File: config.mk
export PLATFORM = sky130hd
export DESIGN_NAME = fpes_flash_ctrl
export DESIGN_NICKNAME = d
export VERILOG_FILES = /design/src/hdl/fpes_pkg.sv /design/src/hdl/fpes_opt_loader.sv /design/src/hdl/fpes_flash_ctrl.sv
export SDC_FILE = /design/constraint.sdc
export NUM_CORES = 1
export LEC_CHECK = 0
export ABC_AREA = 1
export BUFFER_PORTS_ARGS = -buffer_cell sky130_fd_sc_hd__buf_4
export CAP_MARGIN = 10
export CORE_UTILIZATION = 40
export CTS_CLUSTER_SIZE = 14
export DETAILED_ROUTE_END_ITERATION = 8
export GPL_ROUTABILITY_DRIVEN = 0
export PLACE_DENSITY_LB_ADDON = 0.05
export SYNTH_ARGS = -nofsm -noshare
export SYNTH_HDL_FRONTEND = slang
export SYNTH_HIERARCHICAL = 1
export SYNTH_SLANG_ARGS = --single-unit
File: constraint.sdc
create_clock -name core_clk -period 1.54 [get_ports core_clk]
set_input_delay 0.154 -clock core_clk [delete_from_list [all_inputs] [get_ports core_clk]]
set_output_delay 0.154 -clock core_clk [all_outputs]
set_load 0.02 [all_outputs]
File: src/hdl/fpes_pkg.sv
// package with constants for the flash program/erase and security block
//
// Summary of operation
// - a program row is 64 bytes aligned on a 64-byte boundary
// - program select enters program configuration and arms address/data latching
// - RAM, direct-page registers and debug controller stay reachable when secured
// - each reset copies the nonvolatile option byte into the working options register
// - options bit 0: 0 means secured, 1 means unsecured
// - a programmed secure option byte takes effect at the next reset
// - security removed only by mass erase, then unsecured after next reset
// - working options reads bits 7..1 as zero, always readable, ignores writes
// - normal boot with mode pin high and secured clears debug pin enable
// - HV may be set only with program or erase selected and sequence followed
// - program and erase select are interlocked, never both set
// - while secured, writes to program select have no effect
package fpes_pkg;
    localparam logic [13:0] FPES_ADDR_OPT_WORK = 14'h023c;
    localparam logic [13:0] FPES_ADDR_CTRL     = 14'h023d;
    localparam logic [13:0] FPES_ADDR_OPT_NV   = 14'h3ffc;
    localparam logic [13:0] FPES_FLASH_BASE    = 14'h2000;
    localparam int          FPES_ROW_BYTES     = 64;
    localparam int          FPES_BIT_PGM       = 0;
    localparam int          FPES_BIT_MASS      = 2;
    localparam int          FPES_BIT_HIGH_VOLTAGE_ENABLE      = 3;
    localparam int          FPES_BIT_SECURITY_DISABLE_BIT      = 0;
    localparam int          FPES_CLK_MHZ       = 40;
    localparam int          FPES_TNVS_US       = 5;
    localparam int          FPES_TNVS_CYC      = FPES_TNVS_US * FPES_CLK_MHZ;
    localparam logic [7:0]  FPES_CTRL_RESET    = 8'h00;
    typedef enum logic [2:0] {
        FPES_IDLE   = 3'b000,
        FPES_ARMED  = 3'b001,
        FPES_LATCH  = 3'b011,
        FPES_HIGHV  = 3'b010,
        FPES_ENDING = 3'b110
    } fpes_state_e;
endpackage

File: src/hdl/fpes_opt_loader.sv
// option byte loader: copies nonvolatile options at reset release
`timescale 1ns/1ps
`default_nettype none
module fpes_opt_loader (
    input  wire logic       core_clk,
    input  wire logic       reset,
    input  wire logic [7:0] nvOptByte,
    output var  logic       secured,
    output var  logic       loaded
);
    import fpes_pkg::*;
    // ***********************************
    // capture after release
    // ***********************************
    always_ff @(posedge core_clk or posedge reset) begin
        if (reset) begin
            secured <= 1'b1;
            loaded  <= 1'b0;
        end else if (!loaded) begin
            secured <= ~nvOptByte[FPES_BIT_SECURITY_DISABLE_BIT];
            loaded  <= 1'b1;
        end
    end
endmodule
`default_nettype wire

File: src/hdl/fpes_flash_ctrl.sv
// flash program/erase sequencer and security top
`timescale 1ns/1ps
`default_nettype none
module fpes_flash_ctrl (
    input  wire logic        core_clk,
    input  wire logic        reset,
    input  wire logic [13:0] busAddr,
    input  wire logic [7:0]  busWdata,
    input  wire logic        busWrite,
    input  wire logic        busRead,
    input  wire logic        busFromDebug,
    input  wire logic        modeSelectPin,
    input  wire logic [7:0]  nvOptByte,
    input  wire logic [7:0]  arrayRdata,
    input  wire logic        debugPinEnableIn,
    input  wire logic        debugPinEnableWrite,
    output logic      [7:0]  busRdata,
    output logic             busHit,
    output logic             arrayProgramMode,
    output logic             arrayEraseMode,
    output logic             arrayHighVoltage,
    output logic             arrayLatch,
    output logic      [13:0] arrayLatchAddr,
    output logic      [7:0]  arrayLatchData,
    output logic             arrayBlocked,
    output logic             debugPinEnable,
    output logic             debugCommBlocked,
    output logic             optLoaded
);
    import fpes_pkg::*;

    logic        secured;
    logic        programSelect;
    logic        massEraseSelect;
    logic        highVoltageEnable;
    logic        rowWritten;
    logic [8:0]  nvsCount;
    fpes_state_e state;
    fpes_state_e next_state;
    logic        ctrlWrite;
    logic        flashWrite;
    logic        flashRead;
    logic        flashAccessBlocked;
    logic        normalBoot;

    // ***********************************
    // decode
    // ***********************************
    function automatic logic inFlash(input logic [13:0] a);
        inFlash = (a >= FPES_FLASH_BASE);
    endfunction

    assign ctrlWrite  = busWrite && (busAddr == FPES_ADDR_CTRL);
    assign flashWrite = busWrite && inFlash(busAddr);
    assign flashRead  = busRead && inFlash(busAddr);
    assign flashAccessBlocked = secured && (busFromDebug || debugPinEnable);

    fpes_opt_loader u_loader (
        .core_clk  (core_clk),
        .reset     (reset),
        .nvOptByte (nvOptByte),
        .secured   (secured),
        .loaded    (optLoaded)
    );

    // ***********************************
    // control register
    // ***********************************
    always_ff @(posedge core_clk or posedge reset) begin
        if (reset) begin
            programSelect     <= FPES_CTRL_RESET[FPES_BIT_PGM];
            massEraseSelect   <= FPES_CTRL_RESET[FPES_BIT_MASS];
            highVoltageEnable <= FPES_CTRL_RESET[FPES_BIT_HIGH_VOLTAGE_ENABLE];
        end else if (ctrlWrite) begin // register stays reachable when secured
            // both requested together: neither select changes
            if (!(busWdata[FPES_BIT_PGM] && busWdata[FPES_BIT_MASS])) begin
                if (!secured && !massEraseSelect) begin
                    programSelect <= busWdata[FPES_BIT_PGM];
                end else if (!busWdata[FPES_BIT_PGM]) begin
                    programSelect <= 1'b0;
                end
                if (!programSelect) begin
                    massEraseSelect <= busWdata[FPES_BIT_MASS];
                end else if (!busWdata[FPES_BIT_MASS]) begin
                    massEraseSelect <= 1'b0;
                end
            end
            if (!busWdata[FPES_BIT_HIGH_VOLTAGE_ENABLE]) begin
                highVoltageEnable <= 1'b0;
            end else if ((programSelect || massEraseSelect) && rowWritten
                         && nvsCount == 9'(FPES_TNVS_CYC)) begin
                highVoltageEnable <= 1'b1;
            end
        end
    end

    // ***********************************
    // sequence tracker
    // ***********************************
    always_comb begin
        next_state = state;
        case (state)
            FPES_IDLE:   if (programSelect || massEraseSelect) next_state = FPES_ARMED;
            FPES_ARMED:  if (!(programSelect || massEraseSelect)) next_state = FPES_IDLE;
                         else if (flashWrite && (!flashAccessBlocked || massEraseSelect))
                             next_state = FPES_LATCH; // erase arming write counts
            FPES_LATCH:  if (highVoltageEnable) next_state = FPES_HIGHV;
                         else if (!(programSelect || massEraseSelect)) next_state = FPES_IDLE;
            FPES_HIGHV:  if (!(programSelect || massEraseSelect)) next_state = FPES_ENDING;
            FPES_ENDING: if (!highVoltageEnable) next_state = FPES_IDLE;
            default:     next_state = FPES_IDLE;
        endcase
    end

    always_ff @(posedge core_clk or posedge reset) begin
        if (reset) begin
            state <= FPES_IDLE;
        end else begin
            state <= next_state;
        end
    end

    assign rowWritten = (state == FPES_LATCH);

    always_ff @(posedge core_clk or posedge reset) begin
        if (reset) begin
            nvsCount <= 9'h000;
        end else if (state != FPES_LATCH) begin
            nvsCount <= 9'h000;
        end else if (nvsCount != 9'(FPES_TNVS_CYC)) begin
            nvsCount <= nvsCount + 9'h001;
        end
    end

    // ***********************************
    // address and data latch
    // ***********************************
    always_ff @(posedge core_clk or posedge reset) begin
        if (reset) begin
            arrayLatch     <= 1'b0;
            arrayLatchAddr <= 14'h0000;
            arrayLatchData <= 8'h00;
        end else begin
            arrayLatch <= 1'b0;
            if (flashWrite && !flashAccessBlocked && (programSelect || massEraseSelect)) begin
                arrayLatch     <= 1'b1;
                arrayLatchAddr <= busAddr; // row = addr[13:6]
                arrayLatchData <= busWdata;
            end
        end
    end

    assign arrayProgramMode = programSelect;
    assign arrayEraseMode   = massEraseSelect;
    assign arrayHighVoltage = highVoltageEnable;

    // ***********************************
    // debug pin enable and security
    // ***********************************
    assign normalBoot = 1'b1;
    always_ff @(posedge core_clk or posedge reset) begin
        if (reset) begin
            debugPinEnable   <= 1'b0;
            debugCommBlocked <= 1'b0;
        end else if (!optLoaded) begin
            debugCommBlocked <= modeSelectPin && normalBoot && ~nvOptByte[FPES_BIT_SECURITY_DISABLE_BIT];
            debugPinEnable   <= 1'b0;
        end else if (debugPinEnableWrite && !debugCommBlocked) begin
            debugPinEnable <= debugPinEnableIn;
        end
    end

    assign arrayBlocked = flashAccessBlocked && (flashRead || flashWrite);

    // ***********************************
    // read data
    // ***********************************
    always_ff @(posedge core_clk or posedge reset) begin
        if (reset) begin
            busRdata <= 8'h00;
            busHit   <= 1'b0;
        end else begin
            busHit   <= 1'b0;
            busRdata <= 8'h00;
            if (busRead) begin
                busHit <= 1'b1;
                if (busAddr == FPES_ADDR_OPT_WORK) begin
                    busRdata <= {7'h00, ~secured};
                end else if (busAddr == FPES_ADDR_CTRL) begin
                    busRdata <= {4'h0, highVoltageEnable, massEraseSelect, 1'b0, programSelect};
                end else if (inFlash(busAddr) && !flashAccessBlocked) begin
                    busRdata <= arrayRdata; // non-flash is never blocked
                end else begin
                    busHit <= inFlash(busAddr);
                end
            end
        end
    end
endmodule
`default_nettype wire

==> results of run 1 <==
-- routing by layer --
metal	share of wire	up-vias	wire (µm)	GRT usage
met4	0.013	0	70	0.0618
met1	0.48	957	2570	0.242
met3	0.049	6	262	0.0563
met2	0.46	41	2470	0.289
met5	0	-	0	0
li1	-	1092	-	-
-- per-stage QoR --
step	utilization	setup WS, ns	hold WS [ns]
floorplan	-	0.0411	-0.106
global placement	0.548	0.111	0.0284
detailed placement	0.548	0.0805	0.0297
CTS	0.572	-0.0579	0.0275
global route	0.572	-0.140	0.0329
finish	0.572	-0.0469	0.0313
-- timing repair --
action,CTS,global route
hold buffers,2,0
setup buffers,1,0
endpoints found under the setup margin,1,1
endpoints found under the hold margin,52,0
resized for setup,2,0
-- area by class of cell --
cell class              instances  area, µm²  area share
repair buffers                 86        663       0.207
well taps                      72       90.1      0.0281
multi-input cells             204        937       0.292
flip-flops and latches         51       1280       0.399
clock inverters                 2       16.3     0.00507
clock buffers                   6       82.6      0.0258
inverters                      37        139      0.0433
-- cells by family (layout without fill, tap and decap cells) --
| kind of cell | after synthesis | in the layout | share of synthesized area |
|---|---|---|---|
| buf+inv | 40 | 131 | 0.0697 |
| flops | 51 | 51 | 0.539 |
| simple gates | 169 | 169 | 0.307 |
| other cells | 1 | 1 | 0.00158 |
| fa+ha+maj | 2 | 2 | 0.0106 |
| compound gates | 31 | 31 | 0.0691 |
| xor+xnor | 1 | 1 | 0.00369 |
-- where the power goes --
| part | internal, W | total, W | leakage, nW | switching [W] |
|---|---|---|---|---|
| Sequential | 0.00137 | 0.00141 | 0.699 | 0.0000369 |
| Clock | 0.000368 | 0.000832 | 0.0474 | 0.000464 |
| Combinational | 0.000169 | 0.000371 | 0.999 | 0.000202 |
-- final timing paths --
check / startpoint / end / slack [ns] / cells past startpoint
min in group asynchronous: reset / u_loader/loaded$_DFF_PP0_ / 0.26 / 3
setup / recovery: u_loader/secured$_DFFE_PP1N_ / arrayBlocked / -0.05 / 5
setup reg to reg: u_loader/secured$_DFFE_PP1N_ / arrayLatchAddr[13]$_DFFE_PP0P_ / 0.16 / 6
hold reg to reg: arrayLatchAddr[13]$_DFFE_PP0P_ / arrayLatchAddr[13]$_DFFE_PP0P_ / 0.48 / 1
hold / removal: busWdata[7] / arrayLatchData[7]$_DFFE_PP0P_ / 0.03 / 3
max in group asynchronous: reset / state[2]$_DFFE_PP0P_ / 0.87 / 4
-- sequential cells by signal (all words and copies together), names as in the netlist --
name,flops
arrayLatchAddr,14
nvsCount,9
arrayLatchData,8
busRdata,8
state,3
arrayEraseMode,1
arrayHighVoltage,1
arrayLatch,1
arrayProgramMode,1
busHit,1
debugCommBlocked,1
debugPinEnable,1
u_loader/loaded,1
u_loader/secured,1
-- worst max-delay path, stage by stage (launching register included) --
cell and delay [ns]:
dfstp_2 0.55, inv_2 0.05, a21oi_2 0.13, inv_2 0.07
a211oi_2 0.15, buf_4 0.17
-- Yosys cell counts (2+ instances only) --
library cell / number / area (µm²)
a21oi_1: 9 / 45.0
buf_4: 2 / 15.0
dfrtp_1: 50 / 1250
ha_1: 2 / 25.0
inv_1: 31 / 116
inv_2: 6 / 22.5
nand2_1: 108 / 405
nand2_2: 4 / 25.0
nand3_1: 18 / 90.1
nand4_1: 3 / 18.8
nor2_1: 27 / 101
nor3_1: 3 / 15.0
o21ai_0: 8 / 40.0
o21ai_1: 10 / 50.1
==> results.md, run 1 <==
* Die area at 6240 µm²
* Clk_lat worst skew at 0.31 ns
* Skew final at 0.00628 ns
* WP data required at 1.39 ns
* Placed insts at around 450
* Routed length per instance at 11.7 µm
* Root Buffer: clkbuf_8
* Initial Util at 0.423
* Commonest non-fill, non-tap cell in the layout: nand2_1
* Fin cells at 458
* Largest net degree at the start of global routing at 50
* Core area at 5610 µm²
* Fillers at 562
* RSZ-0062 raised after global routing: yes
* Area growth syn-to-layout at 35.2%
* F_max at between 600 and 700 MHz
* Synthesis Warnings at 6
* Clk buf depth at 2
* Critical path peak fanout at 3
* Mean post-synth cell area at around 8.0 µm²
* Chip height at 79.0 µm
* Ys flop type: dfrtp_1
* Num rows at 27
* Register area share after synthesis at 0.539
* Number of flops mapped to enable cells by yosys at 0
* Antenna Cells at 0
* First-pass GRT wire length at 8870 µm
* Boundary Pins at 85
* Critical Path AT at 1.43 ns
* Final hold viol count at 0
* Post-synthesis register bit count at between 50 and 60
* IR drop worst, VDD at 0.382 mV
* Most frequent cells in the layout: 108 x nand2_1, 83 x buf_4, 50 x dfrtp_1
* CTS tree: yes
* Num CTS Buffers at 5
* Final WS setup at -0.0469 ns
* Leak pwr at between 1.5 and 2 nW
* Initial antenna violation count at 0
* Distinct cell type count after synthesis at 28
* Run status: finished, violations left
* Die W at 79.0 µm
* Final net count at 433
* Setup violators final at 1
* Cells after synthesis at between 200 and 300
* Clk pin slew, worst setup/hold paths at 0.10 ns
* DP Wirelength at 3920 µm
* Final-report max-slew violation count at 0
* Post-Syn Area at between 2000 and 2500 µm²
* Asr flop ratio synth at 1.00
* Pwr/cell area at 815 nW/µm²
* Hold Path Class: primary input to flip-flop
* Vias/cell at 4.58
* Vias in the first global route at 1965
* Max-Cap Viols at 0
* Worst Setup End Kind: output port
* CTS Sinks at slightly above 50
* Min cycle time layout at between 1.5 and 2 ns
* Total grt overflow at 0
* Worst Setup Start Kind: flip-flop
* GR Util All Layers at 0.184
* Final total power at 0.00261 W
* Placed instance area at 3070 µm²
* Kind of critical path: flip-flop to output port
* First-pass iteration count of the detailed router at 4
* Cell area after layout at 3210 µm²
* Syn Nets at approximately 340
* Routed wire length at 5370 µm
* Final ANT Viol Nets at 0
* H-tree depth at 2
* DR iter-0 viols at 88
* Tcrit/Tclk final at 1.03
* Setup TNS Final at -0.0469 ns
* Via count at roughly 2.1k
* Failing checks: negative setup slack
* Share of cells above drive strength 1 at 0.288
* DRC violations left at 0
* PortBufs at 77
No activity file was read; power rests on OpenSTA's default activity.
==> run 2, diff against run 1 <==
Settings changed: CTS_BUF_LIST set to sky130_fd_sc_hd__clkbuf_8, CTS_CLUSTER_SIZE 14 to 28, PLACE_DENSITY set to 0.72, PLACE_DENSITY_LB_ADDON 0.05 to not set.
==> results.md, run 2 (synthesis results as in run 1) <==
* Clk_lat worst skew at 0.30 ns (was 0.31 ns)
* Run status: finished, violations left (unchanged)
* Met1 GRT Util at 0.236 (was 0.242)
* Routed wire length at 5550 µm (was 5370 µm)
* Worst Setup End Kind: output port (unchanged)
* Vias in the first global route at 2105 (was 1965)
* Placed instance area at 3060 µm² (was 3070 µm²)
* Dpl ws at 0.0807 ns (was 0.0805 ns)
* Failing checks: negative setup slack (unchanged)
* Final hold viol count at 0 (unchanged)
* Clk buf depth at 2 (unchanged)
* CTS tree: yes (unchanged)
* FF-to-FF path depth at 8 (was 6)
* Final ANT Viol Nets at 0 (unchanged)
* Root Buffer: clkbuf_8 (unchanged)
* Most frequent cells in the layout: 108 x nand2_1, 82 x buf_4, 50 x dfrtp_1 (was 108 x nand2_1, 83 x buf_4, 50 x dfrtp_1)
* Vias/cell at 4.65 (was 4.58)
* Grt peak-use layer: met2 (unchanged)
* Die area at 6240 µm² (unchanged)
* Worst Hold Path Cells at 3 (unchanged)
* Beginning of the worst hold path: busWdata[4] (was busWdata[7])
* Antenna Cells at 0 (unchanged)
* Boundary Pins at 85 (unchanged)
* Final net count at 432 (was 433)
* Chip height at 79.0 µm (unchanged)
* Commonest non-fill, non-tap cell in the layout: nand2_1 (unchanged)
* PortBufs at 77 (unchanged)
* Leak pwr at 1.75 nW (about the same)
* Total grt overflow at 0 (unchanged)
* Setup TNS Final at -0.0165 ns (was -0.0469 ns)
* Critical Path AT at 1.40 ns (was 1.43 ns)
* Kind of critical path: flip-flop to output port (unchanged)
* Skew final at 0.0103 ns (was 0.00628 ns)
* Met2 Resource Use GR at 0.330 (was 0.289)
* Initial antenna violation count at 0 (unchanged)
* Multi-input logic area at 947 µm² (was 937 µm²)
* Max-Cap Viols at 0 (unchanged)
* Critical path peak fanout at 3 (unchanged)
* First-pass GRT wire length at 9450 µm (was 8870 µm)
* Worst Setup Start Kind: flip-flop (unchanged)
* Via count at 2125 (was 2096)
* Fillers at 536 (was 562)
* Initial Util at 0.423 (unchanged)
* Core area at 5610 µm² (unchanged)
* IR drop worst, VDD at 0.440 mV (was 0.382 mV)
* Area growth syn-to-layout at 36.2% (was 35.2%)
* Clk pin slew, worst setup/hold paths at 0.09 ns (was 0.10 ns)
* CTS Sinks at 51 (unchanged)
* RSZ-0062 raised after global routing: yes (unchanged)
* GR Util All Layers at 0.193 (was 0.184)
* DP Wirelength at 4080 µm (was 3920 µm)
* Worst Hold Path EP: arrayLatchData[4]$_DFFE_PP0P_ (was arrayLatchData[7]$_DFFE_PP0P_)
* R2r setup slk at 0.13 ns (was 0.16 ns)
* Largest net degree at the start of global routing at 50 (unchanged)
* Die W at 79.0 µm (unchanged)
* Cell area after layout at 3230 µm² (was 3210 µm²)
* Final-report max-slew violation count at 0 (unchanged)
* Routing usage on met3 at 0.0540 (was 0.0563)
* Pwr/cell area at 854 nW/µm² (was 815 nW/µm²)
* Min cycle time layout at 1.56 ns (was 1.59 ns)
* Routed length per instance at 12.1 µm (was 11.7 µm)
* Placed insts at 445 (was 447)
* Reg2reg end: arrayLatchAddr[1]$_DFFE_PP0P_ (was arrayLatchAddr[13]$_DFFE_PP0P_)
* Setup violators final at 1 (unchanged)
* Hold Path Class: primary input to flip-flop (unchanged)
* Worst hold slack at 0.0355 ns (was 0.0313 ns)
* Tcrit/Tclk final at 1.01 (was 1.03)
* Fin cells at 457 (was 458)
* H-tree depth at 2 (unchanged)
* Regs by FF count: arrayLatchAddr: 14 flops, nvsCount: 9 flops (unchanged)
* Max reg flops at 14 (unchanged)
* Num CTS Buffers at 5 (unchanged)
* WP data required at 1.39 ns (about the same)
* DRC violations left at 0 (unchanged)
* F_max at 642 MHz (was 630 MHz)
* Final WS setup at -0.0165 ns (was -0.0469 ns)
* Reg-to-reg critical path startpoint: u_loader/secured$_DFFE_PP1N_ (unchanged)
* Register area at 1280 µm² (unchanged)
* First-pass iteration count of the detailed router at 4 (unchanged)
* Critical Path Start: u_loader/secured$_DFFE_PP1N_ (unchanged)
* DR iter-0 viols at 80 (was 88)
* Largest Register: arrayLatchAddr (unchanged)
* Share of cells above drive strength 1 at 0.288 (about the same)
* Num rows at 27 (unchanged)
-- run 2: changes by cell type in the layout (fill, tap and decap cells not counted), sizes merged --
| cell | delta |
|---|---|
| buf | -1 |
| bufinv | +1 |
| clkinvlp | -1 |
-- run 2: area by class of cell --
type	instances	share of cell area
Sequential cell	51	0.396
Multi-Input combinational cell	204	0.293
Timing Repair Buffer	85	0.203
Inverter	37	0.0438
Tap cell	72	0.0279
Clock buffer	6	0.0256
Clock inverter	2	0.0108
-- run 2: critical path, stage by stage (launching register included) --
cell and delay [ns]:
dfstp_2 0.55, inv_2 0.05, a21oi_4 0.13, inv_2 0.06
a211oi_2 0.14, buf_4 0.17
-- run 2: worst max-delay path by stage --
stage	end
finish	arrayBlocked
global route	arrayBlocked
CTS	arrayBlocked
detailed placement	arrayLatchAddr[13]$_DFFE_PP0P_
global placement	arrayLatchAddr[13]$_DFFE_PP0P_
floorplan	arrayBlocked
-- run 2: metrics by stage --
stage,util,power [W]
2_1_floorplan,-,0.00163
3_3_place_gp,0.545,0.00179
3_5_place_dp,0.545,0.00180
4_1_cts,0.574,0.00278
5_1_grt,0.576,0.00289
6_report,0.576,0.00276
-- run 2: layer usage --
metal,up-vias,part of all wire
met5,-,0
met4,0,0.012
met3,8,0.059
met2,51,0.49
met1,973,0.44
li1,1093,-
-- run 2: repair_timing --
action | 4_1_cts | 5_1_grt
gates resized for setup | 2 | 4
hold endpoints to repair | 52 | 0
endpoints found under the setup margin | 1 | 3
hold buffers | 2 | 0
cloned | 0 | 0
buffers inserted | 2 | 0
-- run 2: report_power, final --
group	internal, W	switching, W	total, W
clock	0.000526	0.000444	0.000970
sequential	0.00137	0.0000329	0.00141
combinational	0.000170	0.000210	0.000380
total	0.00207	0.000687	0.00276
==> run 3, diff against run 2 <==
Settings changed: RECOVER_POWER set to 100.
==> results.md, run 3 (synthesis results as in run 1) <==
* PortBufs at 77 (unchanged)
* Worst-path cell chain: inv_2 > a21oi_4 > inv_2 > a211oi_2 > buf_4 (unchanged)
* Share of cells above drive strength 1 at 0.164 (was 0.288)
* Antenna Cells at 0 (unchanged)
* Die W at 79.0 µm (unchanged)
* Vias/cell at 4.67 (was 4.65)
* Fillers at 583 (was 536)
* Final ANT Viol Nets at 0 (unchanged)
* Routed wire length at 5530 µm (was 5550 µm)
* Crit-path slowest cell: dfstp_2 (unchanged)
* Failing checks: negative setup slack (unchanged)
* Max-Cap Viols at 0 (unchanged)
* First-pass iteration count of the detailed router at 4 (unchanged)
* DR iter-0 viols at 83 (was 80)
* Area growth syn-to-layout at 28.4% (was 36.2%)
* Core area at 5610 µm² (unchanged)
* IR drop worst, VDD at 0.429 mV (was 0.440 mV)
* WP buf/inv at 3 (unchanged)
* H-tree depth at 2 (unchanged)
* Final net count at 432 (unchanged)
* Worst hold slack at 0.0350 ns (was 0.0355 ns)
* GR Util All Layers at 0.193 (unchanged)
* Clock share of power at 0.356 (was 0.352)
* Worst Setup End Kind: output port (unchanged)
* Min cycle time layout at 1.56 ns (about the same)
* Num rows at 27 (unchanged)
* DP Wirelength at 4080 µm (unchanged)
* Worst-margin pin slew at 0.658 ns
* Skew final at 0.00875 ns (was 0.0103 ns)
* Root Buffer: clkbuf_8 (unchanged)
* Chip height at 79.0 µm (unchanged)
* DRC violations left at 0 (unchanged)
* Leak pwr at 1.58 nW (was 1.75 nW)
* Final-report max-slew violation count at 0 (unchanged)
* Boundary Pins at 85 (unchanged)
* CTS tree: yes (unchanged)
* Initial Util at 0.423 (unchanged)
* Via count at 2135 (was 2125)
* Internal at 0.00205 W (was 0.00207 W)
* Largest Register: arrayLatchAddr (unchanged)
* Sw Share at 0.249 (about the same)
* Multi-input logic area at 935 µm² (was 947 µm²)
* Vias in the first global route at 2105 (unchanged)
* Initial antenna violation count at 0 (unchanged)
* Family with the most delay on the worst path: flip-flops (unchanged)
* Register area at 1280 µm² (unchanged)
* Flop pwr share at 0.516 (was 0.510)
* Most frequent cells in the layout: 109 x nand2_1, 50 x dfrtp_1, 42 x clkbuf_1 (was 108 x nand2_1, 82 x buf_4, 50 x dfrtp_1)
* Num CTS Buffers at 5 (unchanged)
* Final total power at 0.00273 W (was 0.00276 W)
* Kind of critical path: flip-flop to output port (unchanged)
* Largest net degree at the start of global routing at 50 (unchanged)
* Critical Path AT at 1.41 ns (was 1.40 ns)
* Hold Path Class: primary input to flip-flop (unchanged)
* Clk buf depth at 2 (unchanged)
* Total grt overflow at 0 (unchanged)
* Critical path peak fanout at 3 (unchanged)
* Final hold viol count at 0 (unchanged)
* Rel. slew slack at 0.561
* Clk pin slew, worst setup/hold paths at 0.09 ns (about the same)
* F_max at 639 MHz (was 642 MHz)
* Combinational share of power at 0.129 (was 0.138)
* Critical path's largest stage delay at 0.55 ns (about the same)
* Setup violators final at 1 (unchanged)
* Worst Setup Start Kind: flip-flop (unchanged)
* First-pass GRT wire length at 9450 µm (unchanged)
* Regs by FF count: arrayLatchAddr: 14 flops, nvsCount: 9 flops (unchanged)
* Clk_lat worst skew at 0.30 ns (about the same)
* CTS Sinks at 51 (unchanged)
* Tcrit/Tclk final at 1.02 (was 1.01)
* Cell mode on critical path: inv_2 (unchanged)
* Routed length per instance at 12.1 µm (about the same)
* Pwr/cell area at 896 nW/µm² (was 854 nW/µm²)
* Die area at 6240 µm² (unchanged)
* RSZ-0062 raised after global routing: yes (unchanged)
* Final WS setup at -0.0242 ns (was -0.0165 ns)
* Sw power at 0.000681 W (was 0.000687 W)
* Run status: finished, violations left (unchanged)
* WP data required at 1.39 ns (about the same)
* Max reg flops at 14 (unchanged)
* Commonest non-fill, non-tap cell in the layout: nand2_1 (unchanged)
==> run 3: changes by cell type in the layout (fill, tap and decap cells not counted), sizes merged <==
| cell | previous run | this run |
|---|---|---|
| inv | 37 | 36 |
| buf | 83 | 39 |
| clkbuf | 6 | 50 |
| clkinv | 1 | 2 |
==> run 3: repair_timing <==
item / CTS / global route
setup buffers: 2 / 0
hold endpoints to repair: 52 / 0
gates cloned: 0 / 0
hold buffers: 2 / 0
setup endpoints to repair: 1 / 3
gates resized for setup: 2 / 4
==> run 3: layout make-up <==
class	instances	area share
Multi-Input combinational cell	204	0.307
Inverter	37	0.0456
Sequential cell	51	0.420
Timing Repair Buffer	85	0.159
Clock buffer	6	0.0271
Tap cell	72	0.0296
Clock inverter	2	0.0115
==> run 3: metal layers <==
metal,vias up,GRT usage,wire [µm]
li1,1090,-,-
met1,977,0.236,2480
met2,60,0.330,2660
met3,8,0.0540,323
met4,0,0.0582,68
met5,-,0,0
==> run 3: power groups by stage <==
stage / clock network [W] / logic (W) / registers, W
finish: 0.000970 / 0.000351 / 0.00141
global route: 0.00104 / 0.000404 / 0.00141
CTS: 0.00100 / 0.000376 / 0.00141
detailed placement: 0 / 0.000360 / 0.00143
global placement: 0 / 0.000355 / 0.00143
floorplan: 0 / 0.000178 / 0.00145
==> run 3: metrics by stage <==
stage	setup slack (ns)	utilization	cells	TNS (ns)	instance area, µm²
finish	-0.0242	0.543	457	-0.0242	3040
global route	-0.0980	0.543	457	-0.183	3040
CTS	-0.0209	0.574	457	-0.0209	3220
detailed placement	0.0807	0.545	445	0	3060
global placement	0.115	0.545	445	0	3060
floorplan	0.0411	-	295	0	2370
==> run 3: path summary, 6_finish.rpt <==
| kind | start | to | slack, ns | cells after the start |
|---|---|---|---|---|
| worst max-delay path | u_loader/secured$_DFFE_PP1N_ | arrayBlocked | -0.02 | 5 |
| worst min-delay path | busWdata[4] | arrayLatchData[4]$_DFFE_PP0P_ | 0.04 | 3 |
| worst max register to register | u_loader/secured$_DFFE_PP1N_ | arrayLatchAddr[13]$_DFFE_PP0P_ | 0.06 | 7 |
| worst min register to register | arrayLatchAddr[13]$_DFFE_PP0P_ | arrayLatchAddr[13]$_DFFE_PP0P_ | 0.47 | 1 |
| max in group asynchronous | reset | nvsCount[5]$_DFFE_PP0P_ | 0.51 | 4 |
| min in group asynchronous | reset | u_loader/loaded$_DFF_PP0_ | 0.23 | 3 |
==> run 3: worst register-to-register path: stages (launching register included) <==
cell     delay (ns)
dfstp_2        0.55
inv_2          0.05
a21oi_4        0.13
inv_2          0.06
buf_4          0.13
nand3_2        0.07
inv_2          0.14
or2_1          0.24
